$ cat config.mk
export PLATFORM = sky130hd
export DESIGN_NAME = perf_monitor_count_control
export DESIGN_NICKNAME = d
export VERILOG_FILES = /design/src/hw/perf_monitor_pkg.sv /design/src/hw/event_counter.sv /design/src/hw/perf_monitor_count_control.sv /design/src/hw/timebase_edge_detect.sv
export VERILOG_INCLUDE_DIRS = /design/src /design/src/hw
export SDC_FILE = /design/constraint.sdc
export NUM_CORES = 1
export LEC_CHECK = 0
export ABC_AREA = 1
export ABC_CLOCK_PERIOD_IN_PS = 6100
export BUFFER_PORTS_ARGS = -buffer_cell sky130_fd_sc_hd__buf_2
export CAP_MARGIN = 30
export CORE_ASPECT_RATIO = 0.9
export CORE_MARGIN = 2
export CORE_UTILIZATION = 40
export DETAILED_ROUTE_END_ITERATION = 10
export GPL_TIMING_DRIVEN = 0
export PLACE_DENSITY = 0.65
export REMOVE_ABC_BUFFERS = 1
export SYNTH_ARGS = -nofsm -noshare
export SYNTH_HDL_FRONTEND = slang
export SYNTH_SLANG_ARGS = --single-unit
$ cat constraint.sdc
create_clock -name sys_clk_i -period 6.1 [get_ports sys_clk_i]
set_input_delay 1.22 -clock sys_clk_i [delete_from_list [all_inputs] [get_ports sys_clk_i]]
set_output_delay 1.22 -clock sys_clk_i [all_outputs]
set_load 0.01 [all_outputs]
$ cat src/hw/perf_monitor_regs.svh
/*
  Offsets, field positions, reset values and fixed bit picks of the
  performance-monitor control block, as text macros.
  Assumes the includer is compiled after this guard is seen once.
*/
`ifndef PERF_MONITOR_REGS_SVH
`define PERF_MONITOR_REGS_SVH

// Special-register numbers reached by the move instructions
`define SPR_MODE_CONTROL 10'h3b8
`define SPR_FIRST_COUNTER 10'h3c0
`define SPR_SECOND_COUNTER 10'h3c1

// Reset values
`define MODE_CONTROL_RESET 32'h0000_0000
`define COUNTER_RESET 32'h0000_0000

// Sign bit of a counter, little-endian index of big-endian bit 0
`define COUNTER_SIGN_BIT 31

// Time-base bits picked by the four selector codes, big-endian numbering
`define TB_PICK_CODE0 63
`define TB_PICK_CODE1 55
`define TB_PICK_CODE2 51
`define TB_PICK_CODE3 47
`define TB_MSB_NUMBER 63

// Selector bits actually used to pick an event
`define EVENT_SEL_USED_BITS 5

`endif

$ cat src/hw/perf_monitor_pkg.sv
/*
  Types shared by the performance-monitor control block.
  Assumes perf_monitor_regs.svh is compiled alongside.
*/
`default_nettype none
package perf_monitor_pkg;

    // Control register, big-endian bit 0 first (top of the word)
    typedef struct packed {
        logic halt_all_counting;
        logic halt_in_supervisor;
        logic halt_in_user;
        logic halt_when_marked;
        logic halt_when_unmarked;
        logic irq_global_enable;
        logic freeze_on_irq;
        logic [1:0] timebase_bit_select;
        logic timebase_edge_irq_en;
        logic [5:0] miss_threshold;
        logic first_negative_irq_en;
        logic second_negative_irq_en;
        logic second_trigger_hold;
        logic [6:0] first_event_select;
        logic [5:0] second_event_select;
    } monitor_mode_control_t;

    // Special-register move request from the core
    typedef struct packed {
        logic rd;
        logic wr;
        logic [9:0] num;
        logic [31:0] data;
    } spr_req_t;

    // Privilege and marking bits of the machine state register
    typedef struct packed {
        logic user_mode_flag;
        logic marked_task_flag;
    } machine_state_reg_t;

    // Control block state
    typedef struct packed {
        monitor_mode_control_t ctl;
        logic frozen;
        logic second_armed;
        logic irq;
        logic rd_valid;
        logic [31:0] rd_data;
    } control_state_t;

endpackage
`default_nettype wire

$ cat src/hw/event_counter.sv
/*
  One 32-bit event counter: adds the occurrences of the selected event.
  Assumes event counts arrive on the same clock, packed per event.
*/
`default_nettype none
module event_counter #(
    parameter int CNT_W = 32,
    parameter int SEL_W = 5,
    parameter int OCC_W = 2
) (
    input wire logic sys_clk_i,
    input wire logic rst_i,
    input wire logic [(2**SEL_W)*OCC_W-1:0] events_i,
    input wire logic [SEL_W-1:0] sel_i,
    input wire logic count_en_i,
    input wire logic load_i,
    input wire logic [CNT_W-1:0] load_data_i,
    output logic [CNT_W-1:0] count_o
);
    typedef struct packed {
        logic [CNT_W-1:0] count;
    } counter_state_t;

    counter_state_t state;
    counter_state_t next_state;
    logic [OCC_W-1:0] occ;

    // Load beats counting in the same cycle
    always_comb
    begin
        occ = events_i[sel_i*OCC_W +: OCC_W];
        next_state = state;
        if (load_i)
            next_state.count = load_data_i;
        else if (count_en_i)
            next_state.count = state.count + CNT_W'(occ);
    end

    always_ff @(posedge sys_clk_i or posedge rst_i)
    begin
        if (rst_i)
            state <= '0;
        else
            state <= next_state;
    end

    assign count_o = state.count;

endmodule
`default_nettype wire

$ cat src/hw/perf_monitor_count_control.sv
/*
  Performance-monitor control: mode register, state-qualified counting,
  two event counters, time-base and negative-counter interrupt.
  Assumes the core checks privilege for the register moves and drives
  event counts, time base and machine state on this clock.
*/
`default_nettype none
`include "perf_monitor_regs.svh"

// Overview of operation
// - Two-bit selector picks time-base bit 63, 55, 51 or 47.
// - Enabled rise of the picked time-base bit signals an interrupt.
// - Only software writes change the time-base interrupt enable.
// - Miss threshold is six bits holding any value 0 to 63.
// - First counter negative raises interrupt only when its enable is set.
// - Second counter negative enable gates interrupt and overrides freeze.
// - Trigger hold stops second counter until first is negative or interrupt.
// - First event selector is seven bits wide.
// - Second event selector is six bits wide.
// - Marked-task flag of machine state qualifies counting.
// - Count only when privilege and marking match the configured state.
// - Four qualified states from supervisor or user, marked or unmarked.
// - Halt bits only block counting and never clear counts.
// - Halt-all bit stops counting in every state.
// - Exactly two event counters.
// - Counters clear at reset and load by register moves.
// - Counter sign bit set flags an interrupt condition.
// - Signalled interrupt clears the global interrupt enable.
// - Freeze bit stops first counter, and second without trigger hold or its negative enable.
// - Halt bits block counting in supervisor, user, marked, unmarked.
module perf_monitor_count_control #(
    parameter int OCC_W = 2
) (
    input wire logic sys_clk_i,
    input wire logic rst_i,
    input wire perf_monitor_pkg::spr_req_t spr_req_i,
    input wire perf_monitor_pkg::machine_state_reg_t machine_state_reg_i,
    input wire logic [63:0] timebase_i,
    input wire logic [(2**`EVENT_SEL_USED_BITS)*OCC_W-1:0] first_events_i,
    input wire logic [(2**`EVENT_SEL_USED_BITS)*OCC_W-1:0] second_events_i,
    output logic pm_irq_o,
    output logic spr_rd_valid_o,
    output logic [31:0] spr_rd_data_o,
    output logic [5:0] miss_threshold_o,
    output logic [31:0] first_event_counter_o,
    output logic [31:0] second_event_counter_o
);
    perf_monitor_pkg::control_state_t state;
    perf_monitor_pkg::control_state_t next_state;
    perf_monitor_pkg::monitor_mode_control_t ctl;

    logic tb_edge;
    logic [31:0] first_event_counter;
    logic [31:0] second_event_counter;
    logic first_negative;
    logic second_negative;
    logic wr_ctl;
    logic wr_first;
    logic wr_second;
    logic pmi;
    logic count_ok;
    logic freeze_now;
    logic first_en;
    logic second_en;
    logic second_free;

    // Register decode shared by read and write paths
    function automatic logic spr_hit(input logic [9:0] num, input logic [9:0] target);
        spr_hit = (num == target);
    endfunction

    assign ctl = state.ctl;

    // Move-to decode
    assign wr_ctl = spr_req_i.wr & spr_hit(spr_req_i.num, `SPR_MODE_CONTROL);
    assign wr_first = spr_req_i.wr & spr_hit(spr_req_i.num, `SPR_FIRST_COUNTER);
    assign wr_second = spr_req_i.wr & spr_hit(spr_req_i.num, `SPR_SECOND_COUNTER);

    assign first_negative = first_event_counter[`COUNTER_SIGN_BIT];
    assign second_negative = second_event_counter[`COUNTER_SIGN_BIT];

    assign pmi = ctl.irq_global_enable &
                 ((ctl.first_negative_irq_en & first_negative) |
                  (ctl.second_negative_irq_en & second_negative) |
                  (ctl.timebase_edge_irq_en & tb_edge));

    assign count_ok = ~ctl.halt_all_counting &
                      ~(ctl.halt_in_supervisor & ~machine_state_reg_i.user_mode_flag) &
                      ~(ctl.halt_in_user & machine_state_reg_i.user_mode_flag) &
                      ~(ctl.halt_when_marked & machine_state_reg_i.marked_task_flag) &
                      ~(ctl.halt_when_unmarked & ~machine_state_reg_i.marked_task_flag);

    // freeze from signalling
    // Freeze takes hold in the very cycle the interrupt is raised
    assign freeze_now = state.frozen | (pmi & ctl.freeze_on_irq);

    assign second_free = ~ctl.second_trigger_hold | state.second_armed |
                         first_negative | pmi;

    assign first_en = count_ok & ~freeze_now;
    assign second_en = count_ok & second_free &
                       ~(freeze_now & ~ctl.second_trigger_hold &
                         ~ctl.second_negative_irq_en);

    // Control state update
    always_comb
    begin
        next_state = state;
        next_state.irq = pmi;
        next_state.rd_valid = spr_req_i.rd;
        if (pmi & ctl.freeze_on_irq)
            next_state.frozen = 1'b1;
        if (ctl.second_trigger_hold & (first_negative | pmi))
            next_state.second_armed = 1'b1;
        if (pmi)
            next_state.ctl.irq_global_enable = 1'b0;
        // full six-bit threshold
        // Software write wins, so a re-arm in the interrupt cycle is kept
        if (wr_ctl)
        begin
            next_state.ctl = perf_monitor_pkg::monitor_mode_control_t'(spr_req_i.data);
            next_state.frozen = 1'b0;
            next_state.second_armed = 1'b0;
        end
        // Unmapped numbers read as zero
        if (spr_hit(spr_req_i.num, `SPR_MODE_CONTROL))
            next_state.rd_data = ctl;
        else if (spr_hit(spr_req_i.num, `SPR_FIRST_COUNTER))
            next_state.rd_data = first_event_counter;
        else if (spr_hit(spr_req_i.num, `SPR_SECOND_COUNTER))
            next_state.rd_data = second_event_counter;
        else
            next_state.rd_data = 32'h0000_0000;
        if (~spr_req_i.rd)
            next_state.rd_data = state.rd_data;
    end

    // Control register cleared at reset
    always_ff @(posedge sys_clk_i or posedge rst_i)
    begin
        if (rst_i)
        begin
            state <= '0;
            state.ctl <= perf_monitor_pkg::monitor_mode_control_t'(`MODE_CONTROL_RESET);
        end
        else
        begin
            state <= next_state;
        end
    end

    assign pm_irq_o = state.irq;
    assign spr_rd_valid_o = state.rd_valid;
    assign spr_rd_data_o = state.rd_data;
    assign miss_threshold_o = state.ctl.miss_threshold;
    assign first_event_counter_o = first_event_counter;
    assign second_event_counter_o = second_event_counter;

    timebase_edge_detect u_tb_edge (
        .sys_clk_i(sys_clk_i),
        .rst_i(rst_i),
        .timebase_i(timebase_i),
        .sel_i(ctl.timebase_bit_select),
        .edge_o(tb_edge)
    );

    event_counter #(
        .CNT_W(32),
        .SEL_W(`EVENT_SEL_USED_BITS),
        .OCC_W(OCC_W)
    ) u_first (
        .sys_clk_i(sys_clk_i),
        .rst_i(rst_i),
        .events_i(first_events_i),
        .sel_i(ctl.first_event_select[`EVENT_SEL_USED_BITS-1:0]),
        .count_en_i(first_en),
        .load_i(wr_first),
        .load_data_i(spr_req_i.data),
        .count_o(first_event_counter)
    );

    event_counter #(
        .CNT_W(32),
        .SEL_W(`EVENT_SEL_USED_BITS),
        .OCC_W(OCC_W)
    ) u_second (
        .sys_clk_i(sys_clk_i),
        .rst_i(rst_i),
        .events_i(second_events_i),
        .sel_i(ctl.second_event_select[`EVENT_SEL_USED_BITS-1:0]),
        .count_en_i(second_en),
        .load_i(wr_second),
        .load_data_i(spr_req_i.data),
        .count_o(second_event_counter)
    );

    property p_tb_irq;
        @(posedge sys_clk_i) disable iff (rst_i)
        (tb_edge && ctl.timebase_edge_irq_en && ctl.irq_global_enable) |=> pm_irq_o;
    endproperty
    a_tb_irq: assert property (p_tb_irq) else $error("time-base rise lost");

    property p_irq_cause;
        @(posedge sys_clk_i) disable iff (rst_i)
        pm_irq_o |-> $past(ctl.irq_global_enable) &&
            (($past(tb_edge) && $past(ctl.timebase_edge_irq_en)) ||
             ($past(first_negative) && $past(ctl.first_negative_irq_en)) ||
             ($past(second_negative) && $past(ctl.second_negative_irq_en)));
    endproperty
    a_irq_cause: assert property (p_irq_cause) else $error("interrupt without cause");

    property p_tb_en_sw_only;
        @(posedge sys_clk_i) disable iff (rst_i)
        !$past(wr_ctl) |-> $stable(ctl.timebase_edge_irq_en);
    endproperty
    a_tb_en_sw_only: assert property (p_tb_en_sw_only) else $error("enable moved by hw");

    property p_enable_cleared;
        @(posedge sys_clk_i) disable iff (rst_i)
        (pm_irq_o && !$past(wr_ctl)) |-> !ctl.irq_global_enable;
    endproperty
    a_enable_cleared: assert property (p_enable_cleared) else $error("enable not cleared");

    property p_first_neg_irq;
        @(posedge sys_clk_i) disable iff (rst_i)
        (first_negative && ctl.first_negative_irq_en && ctl.irq_global_enable) |=> pm_irq_o;
    endproperty
    a_first_neg_irq: assert property (p_first_neg_irq) else $error("negative not signalled");

    property p_halt_all;
        @(posedge sys_clk_i) disable iff (rst_i)
        (ctl.halt_all_counting && !wr_first && !wr_second) |=>
            ($stable(first_event_counter) && $stable(second_event_counter));
    endproperty
    a_halt_all: assert property (p_halt_all) else $error("counted while halted");

    property p_trigger_hold;
        @(posedge sys_clk_i) disable iff (rst_i)
        (ctl.second_trigger_hold && !state.second_armed && !first_negative &&
         !pmi && !wr_second) |=> $stable(second_event_counter);
    endproperty
    a_trigger_hold: assert property (p_trigger_hold) else $error("second ran on hold");

    property p_frozen;
        @(posedge sys_clk_i) disable iff (rst_i)
        (state.frozen && !wr_first) |=> $stable(first_event_counter);
    endproperty
    a_frozen: assert property (p_frozen) else $error("first ran while frozen");

    property p_user_halt;
        @(posedge sys_clk_i) disable iff (rst_i)
        (ctl.halt_in_user && machine_state_reg_i.user_mode_flag && !wr_first) |=>
            $stable(first_event_counter);
    endproperty
    a_user_halt: assert property (p_user_halt) else $error("counted in user state");

endmodule
`default_nettype wire

$ cat src/hw/timebase_edge_detect.sv
/*
  Picks one time-base bit and flags its zero-to-one change.
  Assumes the time base runs on the same clock as this block.
*/
`default_nettype none
`include "perf_monitor_regs.svh"
module timebase_edge_detect (
    input wire logic sys_clk_i,
    input wire logic rst_i,
    input wire logic [63:0] timebase_i,
    input wire logic [1:0] sel_i,
    output logic edge_o
);
    typedef struct packed {
        logic prev;
        logic rise;
    } edge_state_t;

    edge_state_t state;
    edge_state_t next_state;
    logic [5:0] idx;
    logic bit_now;

    always_comb
    begin
        case (sel_i)
            2'h0: idx = 6'(`TB_MSB_NUMBER - `TB_PICK_CODE0);
            2'h1: idx = 6'(`TB_MSB_NUMBER - `TB_PICK_CODE1);
            2'h2: idx = 6'(`TB_MSB_NUMBER - `TB_PICK_CODE2);
            default: idx = 6'(`TB_MSB_NUMBER - `TB_PICK_CODE3);
        endcase
        bit_now = timebase_i[idx];
        next_state.prev = bit_now;
        next_state.rise = bit_now & ~state.prev;
    end

    // A change of selector may show one false rise
    always_ff @(posedge sys_clk_i or posedge rst_i)
    begin
        if (rst_i)
            state <= '0;
        else
            state <= next_state;
    end

    assign edge_o = state.rise;

    property p_edge_on_rise;
        @(posedge sys_clk_i) disable iff (rst_i)
        ($rose(bit_now) && $stable(sel_i)) |=> edge_o;
    endproperty
    a_edge_on_rise: assert property (p_edge_on_rise) else $error("rise not flagged");

    property p_edge_cause;
        @(posedge sys_clk_i) disable iff (rst_i)
        edge_o |-> $past(bit_now) && !$past(state.prev);
    endproperty
    a_edge_cause: assert property (p_edge_cause) else $error("edge without rise");

endmodule
`default_nettype wire

# == Word-level counts from Yosys, hierarchy flattened ==
# Cells that the tools add are included.
# classes
order_cmp,1
mux,14
shift,2
reduce_logical,6
n_eq_ne,5
add_sub_neg,2
bitwise,42
# ops
operator,n
2-to-1 mux 32 bit,7
indexed part select 64 x 7 -> 2 bit,2
adder 32 x 2 -> 32 bit,2
"equality test 10 bit, second input constant",3
2-to-1 mux 29 bit,1
AND 1 bit,23
one-hot mux 5 bit (3 select lines),1
inverter 1 bit,12
nonzero test 2 bit,5
"less-than comparator 5 x 7 -> 1 bit, second input constant",1
OR 1 bit,7
binary-select mux 1 bit (select 6 bit),1
2-to-1 mux 1 bit,4
"equality test 2 x 1 -> 1 bit, second input constant",1
"equality test 2 bit, second input constant",1
zero test 2 bit,1
# word_totals
output_inout_bits,104
wordCells,96
regBits,134
input_bits,240

# == Depth between registers and ports, before layout ==
# Gate-level depths: netlist of run 1.
# logic_depth
depth_word,12
ltp_mapped,23
depth_no_buf,21

# == By module ==
# Synthesis of run 1 repeated with hierarchy kept, for this count alone.
# hier_totals
hier_cells,1544
hier_area_um2,10010.9
# modules_own_cells
module,instances,area_each_um2,seq_area_each_um2,cells_per_inst
perf_monitor_count_control,1,3838.7,1701.6,525
event_counter at u_second,1,3004.1,800.8,497
event_counter at u_first,1,2997.9,800.8,494
timebase_edge_detect,1,170.2,50.0,28

# == Least setup slack after synthesis of run 1 ==
# OpenSTA, ideal clock, no wires.
# synth_timing
path_kind,input -> register
start,input second_events_i[42]
end,"register u_second.state, in the netlist u_second.count_o[30]"
required_time_ns,5.976
setup_ns,0.124
n_path_buf,0
setup_slack_ns,2.932
cell_stages,17
arrival_ns,3.044
path_cell_list,nand2_1 > nand3_1 > nand3_1 > a21oi_1 > o21ai_0 > nand2_1 > ha_1 > inv_1 > fa_1 > nor2_4 > nand2_1 > nor2_1 > nand2_1 > nand2_1 > nand2_1 > nand3_1 > nand3_1
# synth_via
elab_chain_cells,4
# synth_lines
item,line_no,text
start: declaration,perf_monitor_count_control.sv:40,"input wire logic [(2**`EVENT_SEL_USED_BITS)*OCC_W-1:0] second_events_i,"
indexed part select 64 x 7 -> 2 bit,event_counter.sv:31,occ = events_i[sel_i*OCC_W +: OCC_W];
adder 32 x 2 -> 32 bit,event_counter.sv:36,next_state.count = state.count + CNT_W'(occ);
2-to-1 mux 32 bit,event_counter.sv:35,else if (count_en_i)
2-to-1 mux 32 bit,event_counter.sv:33,if (load_i)
end signal: assignment,event_counter.sv:44,state <= next_state;
end: declaration,event_counter.sv:24,counter_state_t state;
# Every way passes these cells. The select of a mux whose other input is x is not followed.
# A chain may end at the register's enable or synchronous reset.

# == Final worst setup path of run 1 ==
# layout_timing
start,register ctl[0] (netlist name)
end,"register u_second.state, in the netlist u_second.count_o[30]"
# layout_via
elab_chain_cells,4
# layout_lines
item,line_no
indexed part select 64 x 7 -> 2 bit,event_counter.sv:31
adder 32 x 2 -> 32 bit,event_counter.sv:36
2-to-1 mux 32 bit,event_counter.sv:35
2-to-1 mux 32 bit,event_counter.sv:33
# Every way passes these cells. The select of a mux whose other input is x is not followed.

==> impl_metrics.ini, run 1 <==
[run_status]
status = finished, final reports clean

[floorplanning]
core-area_um2 = 25000
ios = 344
initial_utilization_pct = 40.4
rows = 55
die_area_um2 = 26500
die_h_um = 155
die_x_um = 171

[clock_tree]
htree_levels = 4
cts_root_buffer = clkbuf_16
cts_buffer_depth = 2
numCtsBuffers = 17
ctsHoldBuffers = 0
cts_tree = yes
cts_setup_buffers = 0
cts_sinks = 134
worstSkewPairLatency_ns = 0.43
clk_pin_slew_ns = 0.06
ctsResizeCount = 0

[sta]
period_share_pct = 67.3
tns_ns = 0
clock.fmax_ghz = 0.244
hold_violations = 0
fin_worst_skew_ns = 0.00986
period_needed_ns = 4.11
worst_pin_slew_ns = 0.984
rsz0062_at_grt = no
setup_viol = 0
slew-limit-headroom_pct = 34.4
final_max_slew_viol_count = 0

[worst_setup_path]
reg2regPathDepth = 18
cp_max_fo = 34
cp-start-kind = flip-flop
crit_type = flip-flop to flip-flop
rr_endpoint = u_second.count_o[30]$_DFFE_PP0P_
worstReg2RegStart = ctl[0]$_DFFE_PP0P_
critPathRequiredTime_ns = 6.41
reg2reg_slack_ns = 1.99
critPathArrivalTime_ns = 4.41
end_kind = flip-flop

[route]
wire_per_inst_um = 16.4
vias = 11200
viasPerCell = 5.07
wirelength_um = 36100
antenna_left = 0
drt-initial-drc-count = 806
drc_errors = 0
drtPass1Iterations = 5

[yosys]
synth.cell_area_um2 = 10100
yosys-top-cells-count = nand2_1 (758), nand3_1 (238), dfrtp_1 (134)
synth_seq_cells = 134
yosysMostFrequentCell = nand2_1
synth_top_area_share_pct = 33.3
synthArstFlopShare_pct = 100
syn_avg_cell_area_um2 = 6.14
synth_edf_count = 0
netlist_instances = 1641
synth_area_leaders = dfrtp_1 (33%), nand2_1 (28%), nand3_1 (12%), nor2_1 (4.5%), inv_1 (3.8%)
synth_top_area_cell = dfrtp_1
ys.flop_type = dfrtp_1
ys_types = 40
seq_area_frac_synth_pct = 33.3
yosys_warnings = 0

[pwr]
total_power_uw = 2460
vdd_drop_max_mv = 0.185
p_leak_uw = 0.00648
power.density_nw_per_um2 = 204

[worst_hold_path]
hold_path.startpoint = u_tb_edge.state[1]$_DFF_PP0_
min_path_type = flip-flop to flip-flop
hold_path_depth = 1
hold_end = u_tb_edge.edge_o$_DFF_PP0_

[cells_and_area]
final_cells = 2204
fin_util_pct = 48.4
drive_above_1_share_pct = 19.0
final_nets = 2097
final.fill_count = 2666
insertedDiodeCount = 0
syn_to_final_growth_pct = 19.9

[global_routing]
antenna_found_initial = 1
grt_max_degree = 77
grt_pass1_vias = 10300
grt_pass1_wl_um = 56400
grt.total_usage_pct = 27.5
overflow = 0

[placement]
dp_cells = 2172
dp_hpwl_um = 27300
gp_congestion = 0.902
numPortBuffers = 287

[run]
maxCapViolCount = 0
-- power breakdown --
part | leakage, µW | switching, µW | internal, µW
logic | 0.00444 | 237 | 163
clock network | 0.000275 | 417 | 609
registers | 0.00177 | 99.9 | 937
-- metal layers --
metal	vias to the layer above	share of wire [%]	GRT usage, %
li1	5573	-	-
met1	5171	46	38.4
met2	373	45	43.2
met3	55	6.9	4.76
met4	2	2.5	8.96
met5	-	0.042	0
-- logic make-up after synthesis --
| group | Yosys count | share of synthesized area (%) |
|---|---|---|
| and+or+nand+nor | 1171 | 48.6 |
| DFF | 134 | 33.3 |
| adders and majority gates | 8 | 1.14 |
| muxes | 1 | 0.0993 |
| xor gates and xnor gates | 20 | 1.74 |
| buffers and inverters | 217 | 10.5 |
| AOI/OAI and AO/OA | 90 | 4.74 |
-- registers in the layout, indices dropped and copies added, names as in the netlist --
| signal | cells |
|---|---|
| u_tb_edge.state | 1 |
| u_first.count_o | 32 |
| u_second.count_o | 32 |
| ctl | 26 |
| spr_rd_valid_o | 1 |
| pm_irq_o | 1 |
| u_tb_edge.edge_o | 1 |
| spr_rd_data_o | 32 |
| state | 2 |
| miss_threshold_o | 6 |
-- through the flow --
stage | area [µm²] | setup WS, ns | hold WS, ns
after detailed placement | 11500 | 1.94 | 0.405
after CTS | 12100 | 1.91 | 0.417
after global placement | 11300 | -0.615 | 0.382
final | 12100 | 1.99 | 0.415
after floorplan | 9450 | 1.30 | 0.375
after global routing | 12100 | 1.57 | 0.437
-- worst max path at each step --
stage | cells past startpoint | from | end
floorplan | 1 | rst_i | ctl[0]$_DFFE_PP0P_
global placement | 2 | rst_i | ctl[9]$_DFFE_PP0P_
detailed placement | 19 | ctl[0]$_DFFE_PP0P_ | u_second.count_o[14]$_DFFE_PP0P_
CTS | 19 | ctl[0]$_DFFE_PP0P_ | u_second.count_o[14]$_DFFE_PP0P_
global route | 19 | ctl[0]$_DFFE_PP0P_ | u_second.count_o[14]$_DFFE_PP0P_
finish | 18 | ctl[0]$_DFFE_PP0P_ | u_second.count_o[30]$_DFFE_PP0P_
-- critical path, stage by stage, from the launching register on --
cell and delay [ns]:
dfrtp_1 0.75, inv_1 0.86, nand2_1 0.11, nand3_1 0.12
nand3_1 0.10, a21oi_1 0.14, o21ai_0 0.09, nand2_1 0.10
ha_1 0.19, inv_1 0.06, fa_1 0.46, nor2_4 0.21
nand2_1 0.14, nor2_1 0.27, nand2_1 0.09, nand2_1 0.06
nand2_1 0.05, nand3_1 0.07, nand3_1 0.09
-- area by class of cell --
class	count	area, µm²	share of cell area, %
inverter	112	428	3.54
sequential	134	3350	27.7
multi-input combinational	1290	5680	47.0
timing repair buffer	294	1620	13.4
clock buffer	19	443	3.66
tap	342	428	3.54
clock inverter	13	133	1.10
-- placed cells by master, fill, tap and decap left out, drive strengths merged, types with 4 or more instances in the layout --
master / synthesis / routed
nor2: 131 / 131
nand2: 763 / 763
inv: 108 / 108
clkinv: 4 / 11
xor2: 10 / 10
o22ai: 7 / 7
ha: 6 / 6
dfrtp: 134 / 134
nand4: 6 / 6
clkbuf: 19 / 19
buf: 86 / 294
o21ai: 68 / 68
nand3b: 13 / 13
nor3: 6 / 6
a21oi: 8 / 8
nand3: 244 / 244
clkinvlp: 0 / 4
xnor2: 10 / 10
No activity file was read; power rests on OpenSTA's default activity.
==> inputs of run 2 (changes only) <==
- ABC_CLOCK_PERIOD_IN_PS: 6100 -> 4280
- clock period: 6.1 -> 4.28 ns (I/O delays scaled with it)
==> run 2 against run 1 <==
  * Worst setup slack worse by 1.6 ns
  * Final cell count hardly changed
  * Maximum frequency is 6.0% higher
  * Flip-flop and latch count stayed put
  * Non-clock buffer count stayed put
  * Combinational power is 43% higher
  * Largest power group unchanged
  * Cell area is 0.17% higher
==> impl_metrics.ini, run 2 (synthesis gave the netlist of run 1 again) <==
[cells_and_area]
final_nets = 2098
final_cells = 2205
regArea_um2 = 3350
insertedDiodeCount = 0
final_cell_mix = nand2_1 (758), buf_2 (287), nand3_1 (238), dfrtp_1 (133), nor2_1 (122)
final.fill_count = 2670
final_common_cell = nand2_1
syn_to_final_growth_pct = 20.1
multiInputGateArea_um2 = 5680
drive_above_1_share_pct = 19.2

[floorplanning]
rows = 55
die_h_um = 155
die_x_um = 171
ios = 344
die_area_um2 = 26500
initial_utilization_pct = 40.4
core-area_um2 = 25000

[worst_setup_path]
critPathArrivalTime_ns = 4.22
cp_max_fo = 18
cp-start-kind = flip-flop
reg2regPathDepth = 16
critPathRequiredTime_ns = 4.62
end_kind = flip-flop
crit_type = flip-flop to flip-flop

[route]
drc_errors = 0
vias = 11200
antenna_left = 0
viasPerCell = 5.06
wire_per_inst_um = 16.4
drtPass1Iterations = 5
drt-initial-drc-count = 834
wirelength_um = 36100

[global_routing]
grt_max_degree = 77
overflow = 0
grt_pass1_vias = 10300
gr-max-usage-layer = met2
use_met1_pct = 38.4
grt_pass1_wl_um = 56400
grt.total_usage_pct = 27.5
antenna_found_initial = 1
grt_util_met3_pct = 4.76
use_met2_pct = 43.2

[clock_tree]
cts_setup_buffers = 0
cts_root_buffer = clkbuf_16
htree_levels = 4
numCtsBuffers = 17
clk_pin_slew_ns = 0.06
cts_buffer_depth = 2
cts_tree = yes
ctsHoldBuffers = 0
worstSkewPairLatency_ns = 0.43
cts_sinks = 134

[placement]
dp_hpwl_um = 27300
dp_cells = 2172
gp_congestion = 0.902
numPortBuffers = 287

[pwr]
total_power_uw = 3510
power.density_nw_per_um2 = 290
p_leak_uw = 0.00646
vdd_drop_max_mv = 0.261

[run]
maxCapViolCount = 0

[sta]
hold_violations = 0
worst_pin_slew_ns = 0.893
slew-limit-headroom_pct = 40.3
clock.fmax_ghz = 0.258
final_max_slew_viol_count = 0
tns_ns = 0
fin_worst_skew_ns = 0.0113
period_share_pct = 90.5
period_needed_ns = 3.87
setup_viol = 0
rsz0062_at_grt = no

[worst_hold_path]
min_path_type = flip-flop to flip-flop
hold_path_depth = 1

[run_status]
status = finished, final reports clean
run 2: cell count changes in the layout (fill, tap and decap cells not counted):
cell / delta
clkinv_1: -2
inv_1: -1
dfrtp_1: -1
dfrtp_2: +1
clkinvlp_4: +4
run 2: where the power goes:
part	switching [µW]	leakage (µW)	internal [µW]
combinational	338	0.00442	233
sequential	144	0.00177	1340
clock	594	0.000275	868
total	1080	0.00646	2440
run 2: timing repair:
action / CTS / global route
endpoints found under the hold margin: 0 / 0
resized for setup: 0 / 5
setup endpoints to repair: 0 / 15
run 2: cell type report:
type | count | area share [%]
inverters | 112 | 3.63
flip-flops and latches | 134 | 27.7
clock buffers | 19 | 3.66
repair inverters | 1 | 0.0620
well taps | 342 | 3.53
clock inverters | 13 | 1.10
repair buffers | 294 | 13.4
multi-input cells | 1290 | 46.9
run 2: worst max-delay path, cell delays in order, from the launching register on:
cell and delay, ns:
dfrtp_1 0.79, clkinvlp_4 0.52, nand3_1 0.21, nand3_1 0.10, a21oi_1 0.21, o21ai_0 0.12, nand2_1 0.09, ha_1 0.16
inv_1 0.05, fa_1 0.46, nor2_2 0.27, nand2_1 0.16, nor2_2 0.30, nand2_1 0.09, nand3_1 0.09, nand3_1 0.08
o21ai_1 0.09
run 2: through the flow:
step	worst slack [ns]	util, %	area, µm²	hold slack (ns)
floorplan	-0.159	-	9450	0.375
global placement	-2.07	45.3	11300	0.382
finish	0.407	48.5	12100	0.415
detailed placement	0.125	46.1	11500	0.405
global route	0.0826	48.5	12100	0.437
CTS	0.0938	48.4	12100	0.417
run 2: per-layer routing:
metal / vias to the layer above / wire, µm
met5: - / 15
met4: 2 / 740
met3: 46 / 2520
met2: 393 / 16500
met1: 5155 / 16400
li1: 5562 / -
run 2: path summary, 6_finish.rpt:
path,from,slack (ns),to
worst max-delay path,ctl[7]$_DFFE_PP0P_,0.41,u_first.count_o[14]$_DFFE_PP0P_
worst min-delay path,u_tb_edge.state[1]$_DFF_PP0_,0.42,u_tb_edge.edge_o$_DFF_PP0_
worst max register to register,ctl[7]$_DFFE_PP0P_,0.41,u_first.count_o[14]$_DFFE_PP0P_
worst min register to register,u_tb_edge.state[1]$_DFF_PP0_,0.42,u_tb_edge.edge_o$_DFF_PP0_
max in group asynchronous,rst_i,2.94,spr_rd_data_o[6]$_DFFE_PP0P_
min in group asynchronous,rst_i,0.57,spr_rd_data_o[25]$_DFFE_PP0P_
